[config.mk]
export PLATFORM = sky130hd
export DESIGN_NAME = cfh_parser
export DESIGN_NICKNAME = d
export VERILOG_FILES = /design/src/hdl/cfh_pkg.sv /design/src/hdl/cfh_bit_capture.sv /design/src/hdl/cfh_fifo.sv /design/src/hdl/cfh_parser.sv
export SDC_FILE = /design/constraint.sdc
export NUM_CORES = 1
export LEC_CHECK = 0
export ABC_CLOCK_PERIOD_IN_PS = 3500
export BUFFER_PORTS_ARGS = -buffer_cell sky130_fd_sc_hd__buf_2
export CAP_MARGIN = 25
export CORE_MARGIN = 4
export CORE_UTILIZATION = 47
export DETAILED_ROUTE_END_ITERATION = 12
export GPL_TIMING_DRIVEN = 0
export PLACE_DENSITY = 0.76
export SLEW_MARGIN = 10
export SYNTH_ARGS = -nofsm -noshare
export SYNTH_HDL_FRONTEND = slang
export SYNTH_SLANG_ARGS = --single-unit
[constraint.sdc]
create_clock -name clk_i -period 3.5 [get_ports clk_i]
set_clock_uncertainty 0.05 [all_clocks]
set_input_delay 0.175 -clock clk_i [delete_from_list [all_inputs] [get_ports clk_i]]
set_output_delay 0.175 -clock clk_i [all_outputs]
set_load 0.01 [all_outputs]
[src/hdl/cfh_pkg.sv]
// constants and types for the codec frame header parser
package cfh_pkg;
   localparam int unsigned LEN_W = 10;
   localparam int unsigned HDR_W = 16;
   localparam int unsigned FIFO_DEPTH = 8;
   localparam int unsigned FIFO_W = 2;
   // frame lengths in bits
   localparam logic [9:0] LEN_2K8 = 10'h038;
   localparam logic [9:0] LEN_7K2 = 10'h090;
   localparam logic [9:0] LEN_8K0 = 10'h0a0;
   localparam logic [9:0] LEN_9K6 = 10'h0c0;
   localparam logic [9:0] LEN_13K2 = 10'h108;
   localparam logic [9:0] LEN_16K4 = 10'h148;
   localparam logic [9:0] LEN_24K4 = 10'h1e8;
   localparam logic [9:0] LEN_MAX = 10'h3ff;
   // header field widths and padding
   localparam logic [3:0] HB_2K8 = 4'h3;
   localparam logic [3:0] HB_JOINT8 = 4'h4;
   localparam logic [3:0] HB_9K6 = 4'h5;
   localparam logic [3:0] HB_13K2 = 4'h5;
   localparam logic [3:0] HB_HIGH = 4'h4;
   localparam logic [1:0] PAD_HIGH = 2'h3;
   // joint index and coder type code points
   localparam logic [3:0] J8_HQ_MIN = 4'hc;
   localparam logic [2:0] CT96_TCX = 3'h7;
   localparam logic [4:0] J13_EXT_MIN = 5'h08;
   localparam logic [4:0] J13_MDCT_MIN = 5'h18;
   localparam logic [9:0] LEN_RESET = 10'h000;
   localparam logic [15:0] HDR_RESET = 16'h0000;

   typedef enum logic [2:0] {
      RATE_NONE, RATE_2K8, RATE_7K2, RATE_8K0, RATE_9K6, RATE_13K2, RATE_16K4, RATE_24K4
   } cfh_rate_t;

   typedef enum logic [2:0] {
      CORE_NONE, CORE_LP, CORE_HQ, CORE_TCX, CORE_PPP, CORE_NOISE_EXCITED_FRAME
   } cfh_core_t;

   typedef enum logic [1:0] {
      EXT_NONE, EXT_TD, EXT_FD, EXT_GAP
   } cfh_ext_t;

   typedef struct packed {
      logic last;
      logic data;
   } cfh_bit_t;

   typedef struct packed {
      cfh_rate_t rate;
      cfh_core_t core;
      cfh_ext_t ext;
      logic [1:0] bandwidth_field;
      logic [3:0] coder_type_field;
      logic [4:0] joint_index;
      logic [1:0] transform_coder_type_field;
      logic active;
      logic wideband;
      logic reserved;
      logic prev_lp;
      logic rate16k;
      logic [3:0] hdr_bits;
      logic [1:0] pad_bits;
      logic [9:0] frame_bits;
      logic [9:0] payload_bits;
   } cfh_hdr_t;
endpackage
[src/hdl/cfh_bit_capture.sv]
// frame length counter and leading header bit capture
`timescale 1ns/1ps
module cfh_bit_capture (
   input wire logic clk_i,
   input wire logic rst_b_i,
   input wire logic clr_i,
   input wire logic en_i,
   input wire logic bit_i,
   output logic [9:0] len_o,
   output logic [15:0] hdr_o,
   output logic over_o
);
   typedef struct packed {
      logic [9:0] len;
      logic [15:0] hdr;
      logic over;
   } cfh_cap_t;
   cfh_cap_t st_reg;
   cfh_cap_t st_next;

   always_comb begin
      st_next = st_reg;
      if (clr_i) begin
         st_next.len = cfh_pkg::LEN_RESET;
         st_next.hdr = cfh_pkg::HDR_RESET;
         st_next.over = 1'b0;
      end
      if (en_i) begin
         // first bit lands at hdr[15], most significant first
         if (st_next.len < 10'h010) begin
            st_next.hdr[4'hf - st_next.len[3:0]] = bit_i;
         end
         if (st_next.len == cfh_pkg::LEN_MAX) begin
            st_next.over = 1'b1;
         end else begin
            st_next.len = st_next.len + 10'h001;
         end
      end
   end

   always_ff @(posedge clk_i or negedge rst_b_i) begin
      if (!rst_b_i) begin
         st_reg <= '0;
      end else begin
         st_reg <= st_next;
      end
   end

   assign len_o = st_reg.len;
   assign hdr_o = st_reg.hdr;
   assign over_o = st_reg.over;
endmodule

[src/hdl/cfh_fifo.sv]
// parameterised valid/ready fifo
`timescale 1ns/1ps
module cfh_fifo #(
   parameter int unsigned W = 2,
   parameter int unsigned DEPTH = 8
) (
   input wire logic clk_i,
   input wire logic rst_b_i,
   input wire logic in_valid_i,
   output logic in_ready_o,
   input wire logic [W-1:0] in_data_i,
   output logic out_valid_o,
   input wire logic out_ready_i,
   output logic [W-1:0] out_data_o
);
   localparam int unsigned AW = $clog2(DEPTH);
   logic [W-1:0] mem [DEPTH];
   logic [AW-1:0] wr_reg;
   logic [AW-1:0] rd_reg;
   logic [AW:0] cnt_reg;
   logic push;
   logic pop;

   assign in_ready_o = (cnt_reg != DEPTH[AW:0]);
   assign out_valid_o = (cnt_reg != '0);
   assign push = in_valid_i && in_ready_o;
   assign pop = out_valid_o && out_ready_i;
   assign out_data_o = mem[rd_reg];

   always_ff @(posedge clk_i) begin
      if (push) begin
         mem[wr_reg] <= in_data_i;
      end
   end

   always_ff @(posedge clk_i or negedge rst_b_i) begin
      if (!rst_b_i) begin
         wr_reg <= '0;
         rd_reg <= '0;
         cnt_reg <= '0;
      end else begin
         if (push) begin
            wr_reg <= (wr_reg == AW'(DEPTH - 1)) ? '0 : wr_reg + 1'b1;
         end
         if (pop) begin
            rd_reg <= (rd_reg == AW'(DEPTH - 1)) ? '0 : rd_reg + 1'b1;
         end
         cnt_reg <= cnt_reg + (AW+1)'(push) - (AW+1)'(pop);
      end
   end
endmodule

[src/hdl/cfh_parser.sv]
// codec frame header parser top
// Notes on behaviour
// fields arrive most significant bit first; first frame bit is header bit 15.
// variable rate uses prototype pitch, noise excited, 7.2 and 8.0 frames.
// 2.8 frames: active flag bit, then two bits give band and frame type.
// 56 bit frames hold 3 coder type bits then 53 core bits.
// 7.2 and 8.0 carry a joint index that also picks lp or hq core.
// 7.2 and 8.0 frames carry no extension layer.
// 9.6 core choice is coded inside the coder type field.
// 264 bit frames start with a 5 bit joint index choosing core family.
// 13.2 transform: one bit picks hq or tcx; tcx adds 2 type bits.
// 13.2 lp with extension: one flag picks time or frequency extension.
// 328 bit frames: 2 bandwidth bits, reserved bit, 3 padding bits.
// 488 bit frames: bandwidth, reserved, 2 bit coder type, 3 padding bits.
// at 16.4 and 24.4 one core flag picks lp or transform cores.
// after transform flag the next bit picks hq or tcx core.
// tcx at these rates: the remaining two bits give transform coder type.
// hq core: one or two further bits flag previous lp frame.
// second switching bit only after lp frame; gives 12.8 or 16 kHz.
// length identifies rate; unknown lengths flagged invalid, fields not parsed.
`timescale 1ns/1ps
module cfh_parser (
   input wire logic clk_i,
   input wire logic rst_b_i,
   input wire logic bit_valid_i,
   output logic bit_ready_o,
   input wire logic bit_data_i,
   input wire logic bit_last_i,
   output logic hdr_valid_o,
   input wire logic hdr_ready_i,
   output cfh_pkg::cfh_hdr_t hdr_o,
   output logic frame_invalid_o
);
   typedef enum logic [1:0] {
      ST_COLLECT, ST_DECODE, ST_HOLD
   } cfh_state_t;

   typedef struct packed {
      cfh_state_t state;
      cfh_pkg::cfh_hdr_t hdr;
      logic invalid;
      logic clr;
   } cfh_top_t;

   cfh_top_t st_reg;
   cfh_top_t st_next;

   cfh_pkg::cfh_bit_t fifo_in;
   cfh_pkg::cfh_bit_t fifo_out;
   logic fifo_valid;
   logic fifo_pop;
   logic [9:0] cap_len;
   logic [15:0] h;
   logic cap_over;
   cfh_pkg::cfh_hdr_t dec;
   logic dec_bad;

   assign fifo_in.last = bit_last_i;
   assign fifo_in.data = bit_data_i;
   // bits drain only while collecting, so a held result stalls the source
   assign fifo_pop = fifo_valid && (st_reg.state == ST_COLLECT);

   cfh_fifo #(
      .W(cfh_pkg::FIFO_W),
      .DEPTH(cfh_pkg::FIFO_DEPTH)
   ) u_fifo (
      .clk_i(clk_i),
      .rst_b_i(rst_b_i),
      .in_valid_i(bit_valid_i),
      .in_ready_o(bit_ready_o),
      .in_data_i(fifo_in),
      .out_valid_o(fifo_valid),
      .out_ready_i(st_reg.state == ST_COLLECT),
      .out_data_o(fifo_out)
   );

   cfh_bit_capture u_cap (
      .clk_i(clk_i),
      .rst_b_i(rst_b_i),
      .clr_i(st_reg.clr),
      .en_i(fifo_pop),
      .bit_i(fifo_out.data),
      .len_o(cap_len),
      .hdr_o(h),
      .over_o(cap_over)
   );

   // header decode from captured length and leading bits
   always_comb begin
      dec = '0;
      dec_bad = 1'b0;
      dec.frame_bits = cap_len;
      case (cap_len)
         cfh_pkg::LEN_2K8: begin

            dec.rate = cfh_pkg::RATE_2K8;
            dec.hdr_bits = cfh_pkg::HB_2K8;
            dec.coder_type_field = {1'b0, h[15:13]};
            dec.active = h[15];
            if (h[15]) begin
               dec.core = h[14] ? cfh_pkg::CORE_NOISE_EXCITED_FRAME : cfh_pkg::CORE_PPP;
               dec.wideband = h[13];
            end
         end
         cfh_pkg::LEN_7K2, cfh_pkg::LEN_8K0: begin
            dec.rate = (cap_len == cfh_pkg::LEN_7K2) ? cfh_pkg::RATE_7K2 : cfh_pkg::RATE_8K0;
            dec.hdr_bits = cfh_pkg::HB_JOINT8;
            dec.joint_index = {1'b0, h[15:12]};
            dec.active = 1'b1;
            dec.core = (h[15:12] >= cfh_pkg::J8_HQ_MIN) ? cfh_pkg::CORE_HQ : cfh_pkg::CORE_LP;
            dec.ext = cfh_pkg::EXT_NONE;
         end
         cfh_pkg::LEN_9K6: begin
            dec.rate = cfh_pkg::RATE_9K6;
            dec.hdr_bits = cfh_pkg::HB_9K6;
            dec.active = 1'b1;
            dec.bandwidth_field = h[15:14];
            dec.coder_type_field = {1'b0, h[13:11]};
            if (h[13:11] == cfh_pkg::CT96_TCX) begin
               dec.core = cfh_pkg::CORE_TCX;
               dec.ext = cfh_pkg::EXT_GAP;
            end else begin
               dec.core = cfh_pkg::CORE_LP;
               dec.ext = cfh_pkg::EXT_TD;
            end
         end
         cfh_pkg::LEN_13K2: begin
            dec.rate = cfh_pkg::RATE_13K2;
            dec.active = 1'b1;
            dec.joint_index = h[15:11];
            if (h[15:11] >= cfh_pkg::J13_MDCT_MIN) begin
               if (h[10]) begin
                  dec.core = cfh_pkg::CORE_TCX;
                  dec.transform_coder_type_field = h[9:8];
                  dec.hdr_bits = cfh_pkg::HB_13K2 + 4'h3;
               end else begin
                  dec.core = cfh_pkg::CORE_HQ;
                  dec.hdr_bits = cfh_pkg::HB_13K2 + 4'h1;
               end
            end else if (h[15:11] >= cfh_pkg::J13_EXT_MIN) begin
               dec.core = cfh_pkg::CORE_LP;
               dec.ext = h[10] ? cfh_pkg::EXT_FD : cfh_pkg::EXT_TD;
               dec.hdr_bits = cfh_pkg::HB_13K2 + 4'h1;
            end else begin
               dec.core = cfh_pkg::CORE_LP;
               dec.hdr_bits = cfh_pkg::HB_13K2;
            end
         end
         cfh_pkg::LEN_16K4, cfh_pkg::LEN_24K4: begin
            dec.rate = (cap_len == cfh_pkg::LEN_16K4) ? cfh_pkg::RATE_16K4 : cfh_pkg::RATE_24K4;
            dec.active = 1'b1;
            dec.bandwidth_field = h[15:14];
            dec.reserved = h[13];
            dec.pad_bits = cfh_pkg::PAD_HIGH;
            if (!h[12]) begin
               dec.core = cfh_pkg::CORE_LP;
               if (cap_len == cfh_pkg::LEN_16K4) begin
                  dec.coder_type_field = {1'b0, h[11:9]};
                  dec.hdr_bits = cfh_pkg::HB_HIGH + 4'h3;
               end else begin
                  dec.coder_type_field = {2'b00, h[11:10]};
                  dec.hdr_bits = cfh_pkg::HB_HIGH + 4'h2;
               end
               dec.ext = (h[15:14] >= 2'h2) ? cfh_pkg::EXT_TD : cfh_pkg::EXT_NONE;
            end else if (h[11]) begin
               dec.core = cfh_pkg::CORE_TCX;
               dec.transform_coder_type_field = h[10:9];
               dec.hdr_bits = cfh_pkg::HB_HIGH + 4'h3;
               dec.ext = (h[15:14] >= 2'h2) ? cfh_pkg::EXT_GAP : cfh_pkg::EXT_NONE;
            end else begin
               dec.core = cfh_pkg::CORE_HQ;
               dec.prev_lp = h[10];
               if (h[10]) begin
                  dec.rate16k = h[9];
                  dec.hdr_bits = cfh_pkg::HB_HIGH + 4'h3;
               end else begin
                  dec.hdr_bits = cfh_pkg::HB_HIGH + 4'h2;
               end
            end
         end
         default: begin
            dec_bad = 1'b1;
         end
      endcase
      if (cap_over) begin
         dec_bad = 1'b1;
      end
      if (dec_bad) begin
         // fields other than frame_bits stay zero for a frame of unknown length
         dec = '0;
         dec.frame_bits = cap_len;
      end else begin
         dec.payload_bits = cap_len - {6'h00, dec.hdr_bits} - {8'h00, dec.pad_bits};
      end
   end

   // frame sequencing
   always_comb begin
      st_next = st_reg;
      st_next.clr = 1'b0;
      case (st_reg.state)
         ST_COLLECT: begin
            if (fifo_pop && fifo_out.last) begin
               st_next.state = ST_DECODE;
            end
         end
         ST_DECODE: begin
            st_next.hdr = dec;
            st_next.invalid = dec_bad;
            st_next.state = ST_HOLD;
         end
         ST_HOLD: begin
            if (hdr_ready_i) begin
               st_next.clr = 1'b1;
               st_next.invalid = 1'b0;
               st_next.state = ST_COLLECT;
            end
         end
         default: begin
            st_next.state = ST_COLLECT;
         end
      endcase
   end

   always_ff @(posedge clk_i or negedge rst_b_i) begin
      if (!rst_b_i) begin
         st_reg <= '0;
      end else begin
         st_reg <= st_next;
      end
   end

   assign hdr_valid_o = (st_reg.state == ST_HOLD);
   assign hdr_o = st_reg.hdr;
   assign frame_invalid_o = st_reg.invalid;
endmodule

==> flow_metrics.py <==
metrics = {
    "critical_path": {
        "critical_path_arrival_ns": 3.75,
        "crit_top_cell": "buf_6",
        "crit_type": "reg -> reg",
        "slowest_delay_ns": 0.48,
        "endpoint_kind": "register",
        "startpoint_type": "register",
        "cp_top_family": "adder cells",
        "r2r_slack_ns": -0.06,
        "crit_chain": "buf_6, and4bb_2, o2111a_2, buf_6, o211ai_1, nand2_1, fa_1, inv_2, ha_4, nor2_4, fa_2, nand2b_4, a21oi_4, nor4b_2, xor2_1, a22o_1",
        "slowest_stage": "fa_1",
        "critPathBufInv": 3,
        "required_ns": 3.69,
        "crit_fanout": 7,
    },
    "grt": {
        "grt.busiest_layer": "met2",
        "grt_overflow": 0,
        "gr-usage-all-layers": 0.195,
        "use_met1": 0.245,
        "grt_pass1_vias": 4223,
        "antenna_found_initial": 0,
        "grtUsageMet3": 0.0373,
        "grt_use_met2": 0.331,
        "grt_max_degree": 48,
        "grt_pass1_wl_um": 20600,
    },
    "sta": {
        "setup_viol": 2,
        "rsz0062_at_grt": "yes",
        "slew_viol_final": 0,
        "clock.fmax_mhz": 281,
        "hold_viol": 0,
        "finalCritPeriodShare": 1.02,
        "final.min_clock_period_ns": 3.56,
        "worst_pin_slew_ns": 0.724,
        "timing.final.ws_setup_ns": -0.0612,
        "maxSlewHeadroom": 0.515,
    },
    "floorplanning": {
        "start_util": 0.482,
        "ioPinCount": 61,
        "die_h_um": 116,
        "die_area_um2": 13600,
        "core-area_um2": 11500,
        "die_w_um": 116,
        "num_rows": 39,
    },
    "logic_synthesis": {
        "syn_area_per_cell_um2": 10.5,
        "synth_top_area_cell": "dfrtp_1",
        "async_flop_share": 0.838,
        "synth_area_leaders": "dfrtp_1 38%, edfxtp_1 8.7%, buf_4 7.2%",
        "synth_cell_types": 58,
        "synth_common_cells": "83 x dfrtp_1, 53 x buf_4, 48 x nand2_1",
        "synth_cells": 527,
        "ys.flop_type": "dfrtp_1",
        "syn_nets": 559,
        "ys_warn_count": 0,
        "netlist_area_um2": 5530,
        "synth-seq-area-share": 0.463,
        "synthMostInstantiatedCell": "dfrtp_1",
        "synth_edf_count": 16,
        "ys_ff_latch": 99,
        "synth_top_area_frac": 0.376,
    },
    "route": {
        "route.detailed.drc": 0,
        "vias": 4152,
        "wirelength_um": 12700,
        "drtIter0Drc": 322,
        "first_pass_iters": 4,
        "wl_per_cell_um": 16.5,
        "drtAntennaViolNets": 0,
        "viasPerCell": 5.43,
    },
    "power": {
        "ir_drop_uv": 411,
        "power_density_nw_per_um2": 647,
        "p_total_mw": 4.31,
        "p_leak_nw": 3.36,
    },
    "clock_network": {
        "cts_tree": "done",
        "numCtsBuffers": 9,
        "path_clk_slew_ns": 0.07,
        "insertion_delay_ns": 0.36,
        "cts_sinks": 99,
        "root_buffer": "clkbuf_16",
        "htree_levels": 3,
        "cts_max_path_buffers": 2,
    },
    "placement": {
        "port_buffers": 59,
        "pre_cts_slack_ns": -0.582,
        "dp_hpwl_um": 8830,
        "dp.cells": 730,
        "place_congestion": 0.898,
    },
    "run_status": {
        "violations": "setup timing",
        "status": "finished, violations left",
    },
    "run": {
        "cap_violations": 0,
    },
    "finish": {
        "fin_nets": 649,
        "fin_cells": 765,
        "area_growth_pct": 20.6,
        "layout-drive-gt1-share": 0.325,
        "n_antenna_cell": 0,
        "largest_reg_flops": 50,
    },
    "hold_path": {
        "min_path_type": "in -> reg",
    },
}
## power breakdown
group / switching [mW] / internal, mW / total, mW
Combinational: 0.982 / 0.718 / 1.70
Sequential: 0.186 / 1.37 / 1.55
Clock: 0.431 / 0.626 / 1.06
Total: 1.60 / 2.71 / 4.31
## per-layer routing
layer,share of wire,wire [um]
met5,0,0
met1,0.42,5350
met2,0.50,6380
met3,0.054,685
met4,0.019,244
## layout make-up
class,count,area [um2]
Inverter,30,113
Multi-Input combinational cell,318,2460
Buffer,76,536
Timing Repair Buffer,83,503
Sequential cell,99,2560
Fill cell,925,4800
Clock inverter,5,78.8
Clock buffer,11,233
Tap cell,143,179
## repair_timing
| action | in CTS | in global routing |
|---|---|---|
| pin swaps | 6 | 14 |
| resized for setup | 27 | 21 |
| setup endpoints to repair | 7 | 5 |
| hold buffers | 2 | 0 |
| setup buffers | 9 | 12 |
| endpoints found under the hold margin | 38 | 0 |
| gates cloned | 0 | 0 |
## kinds of logic after synthesis
logic type	count (synthesis)	share of synthesized area
compound gates	95	0.130
buf+inv	110	0.115
other cells	1	0.000679
flops	99	0.463
fa+ha+maj	26	0.0629
simple gates	156	0.149
xor+xnor	16	0.0254
mux	24	0.0546
## cell usage in the layout (no fill, tap or decap), types with 16 or more instances in the layout
master     n
a22o_1    29
buf_2     59
buf_4     75
clkbuf_1  16
dfrtp_1   79
edfxtp_1  16
ha_1      20
inv_1     29
nand2_1   48
nand2b_1  20
nor2_1    23
o21ai_0   19
## worst paths after layout
check | from | endpoint | cells after the start
max | u_cap.len_o[4] | hdr_o[8] | 16
min | bit_last_i | u_fifo.mem[3][1] | 1
max reg2reg | u_cap.len_o[4] | hdr_o[8] | 16
min reg2reg | hdr_o[10] | hdr_o[10] | 2
max in group asynchronous | rst_b_i | u_cap.len_o[9] | 3
min in group asynchronous | rst_b_i | hdr_o[23] | 2
## stage by stage
stage | hold slack, ns | setup TNS, ns | cell area [um2] | util
floorplan | -0.171 | 0 | 5530 | -
global route | 0.0644 | -0.397 | 6670 | 0.581
detailed placement | 0.118 | -1.71 | 6030 | 0.526
CTS | 0.0415 | 0 | 6500 | 0.567
finish | 0.0453 | -0.0972 | 6670 | 0.581
global placement | 0.342 | -1.41 | 6000 | 0.523
No activity file was read; power rests on OpenSTA's default activity.
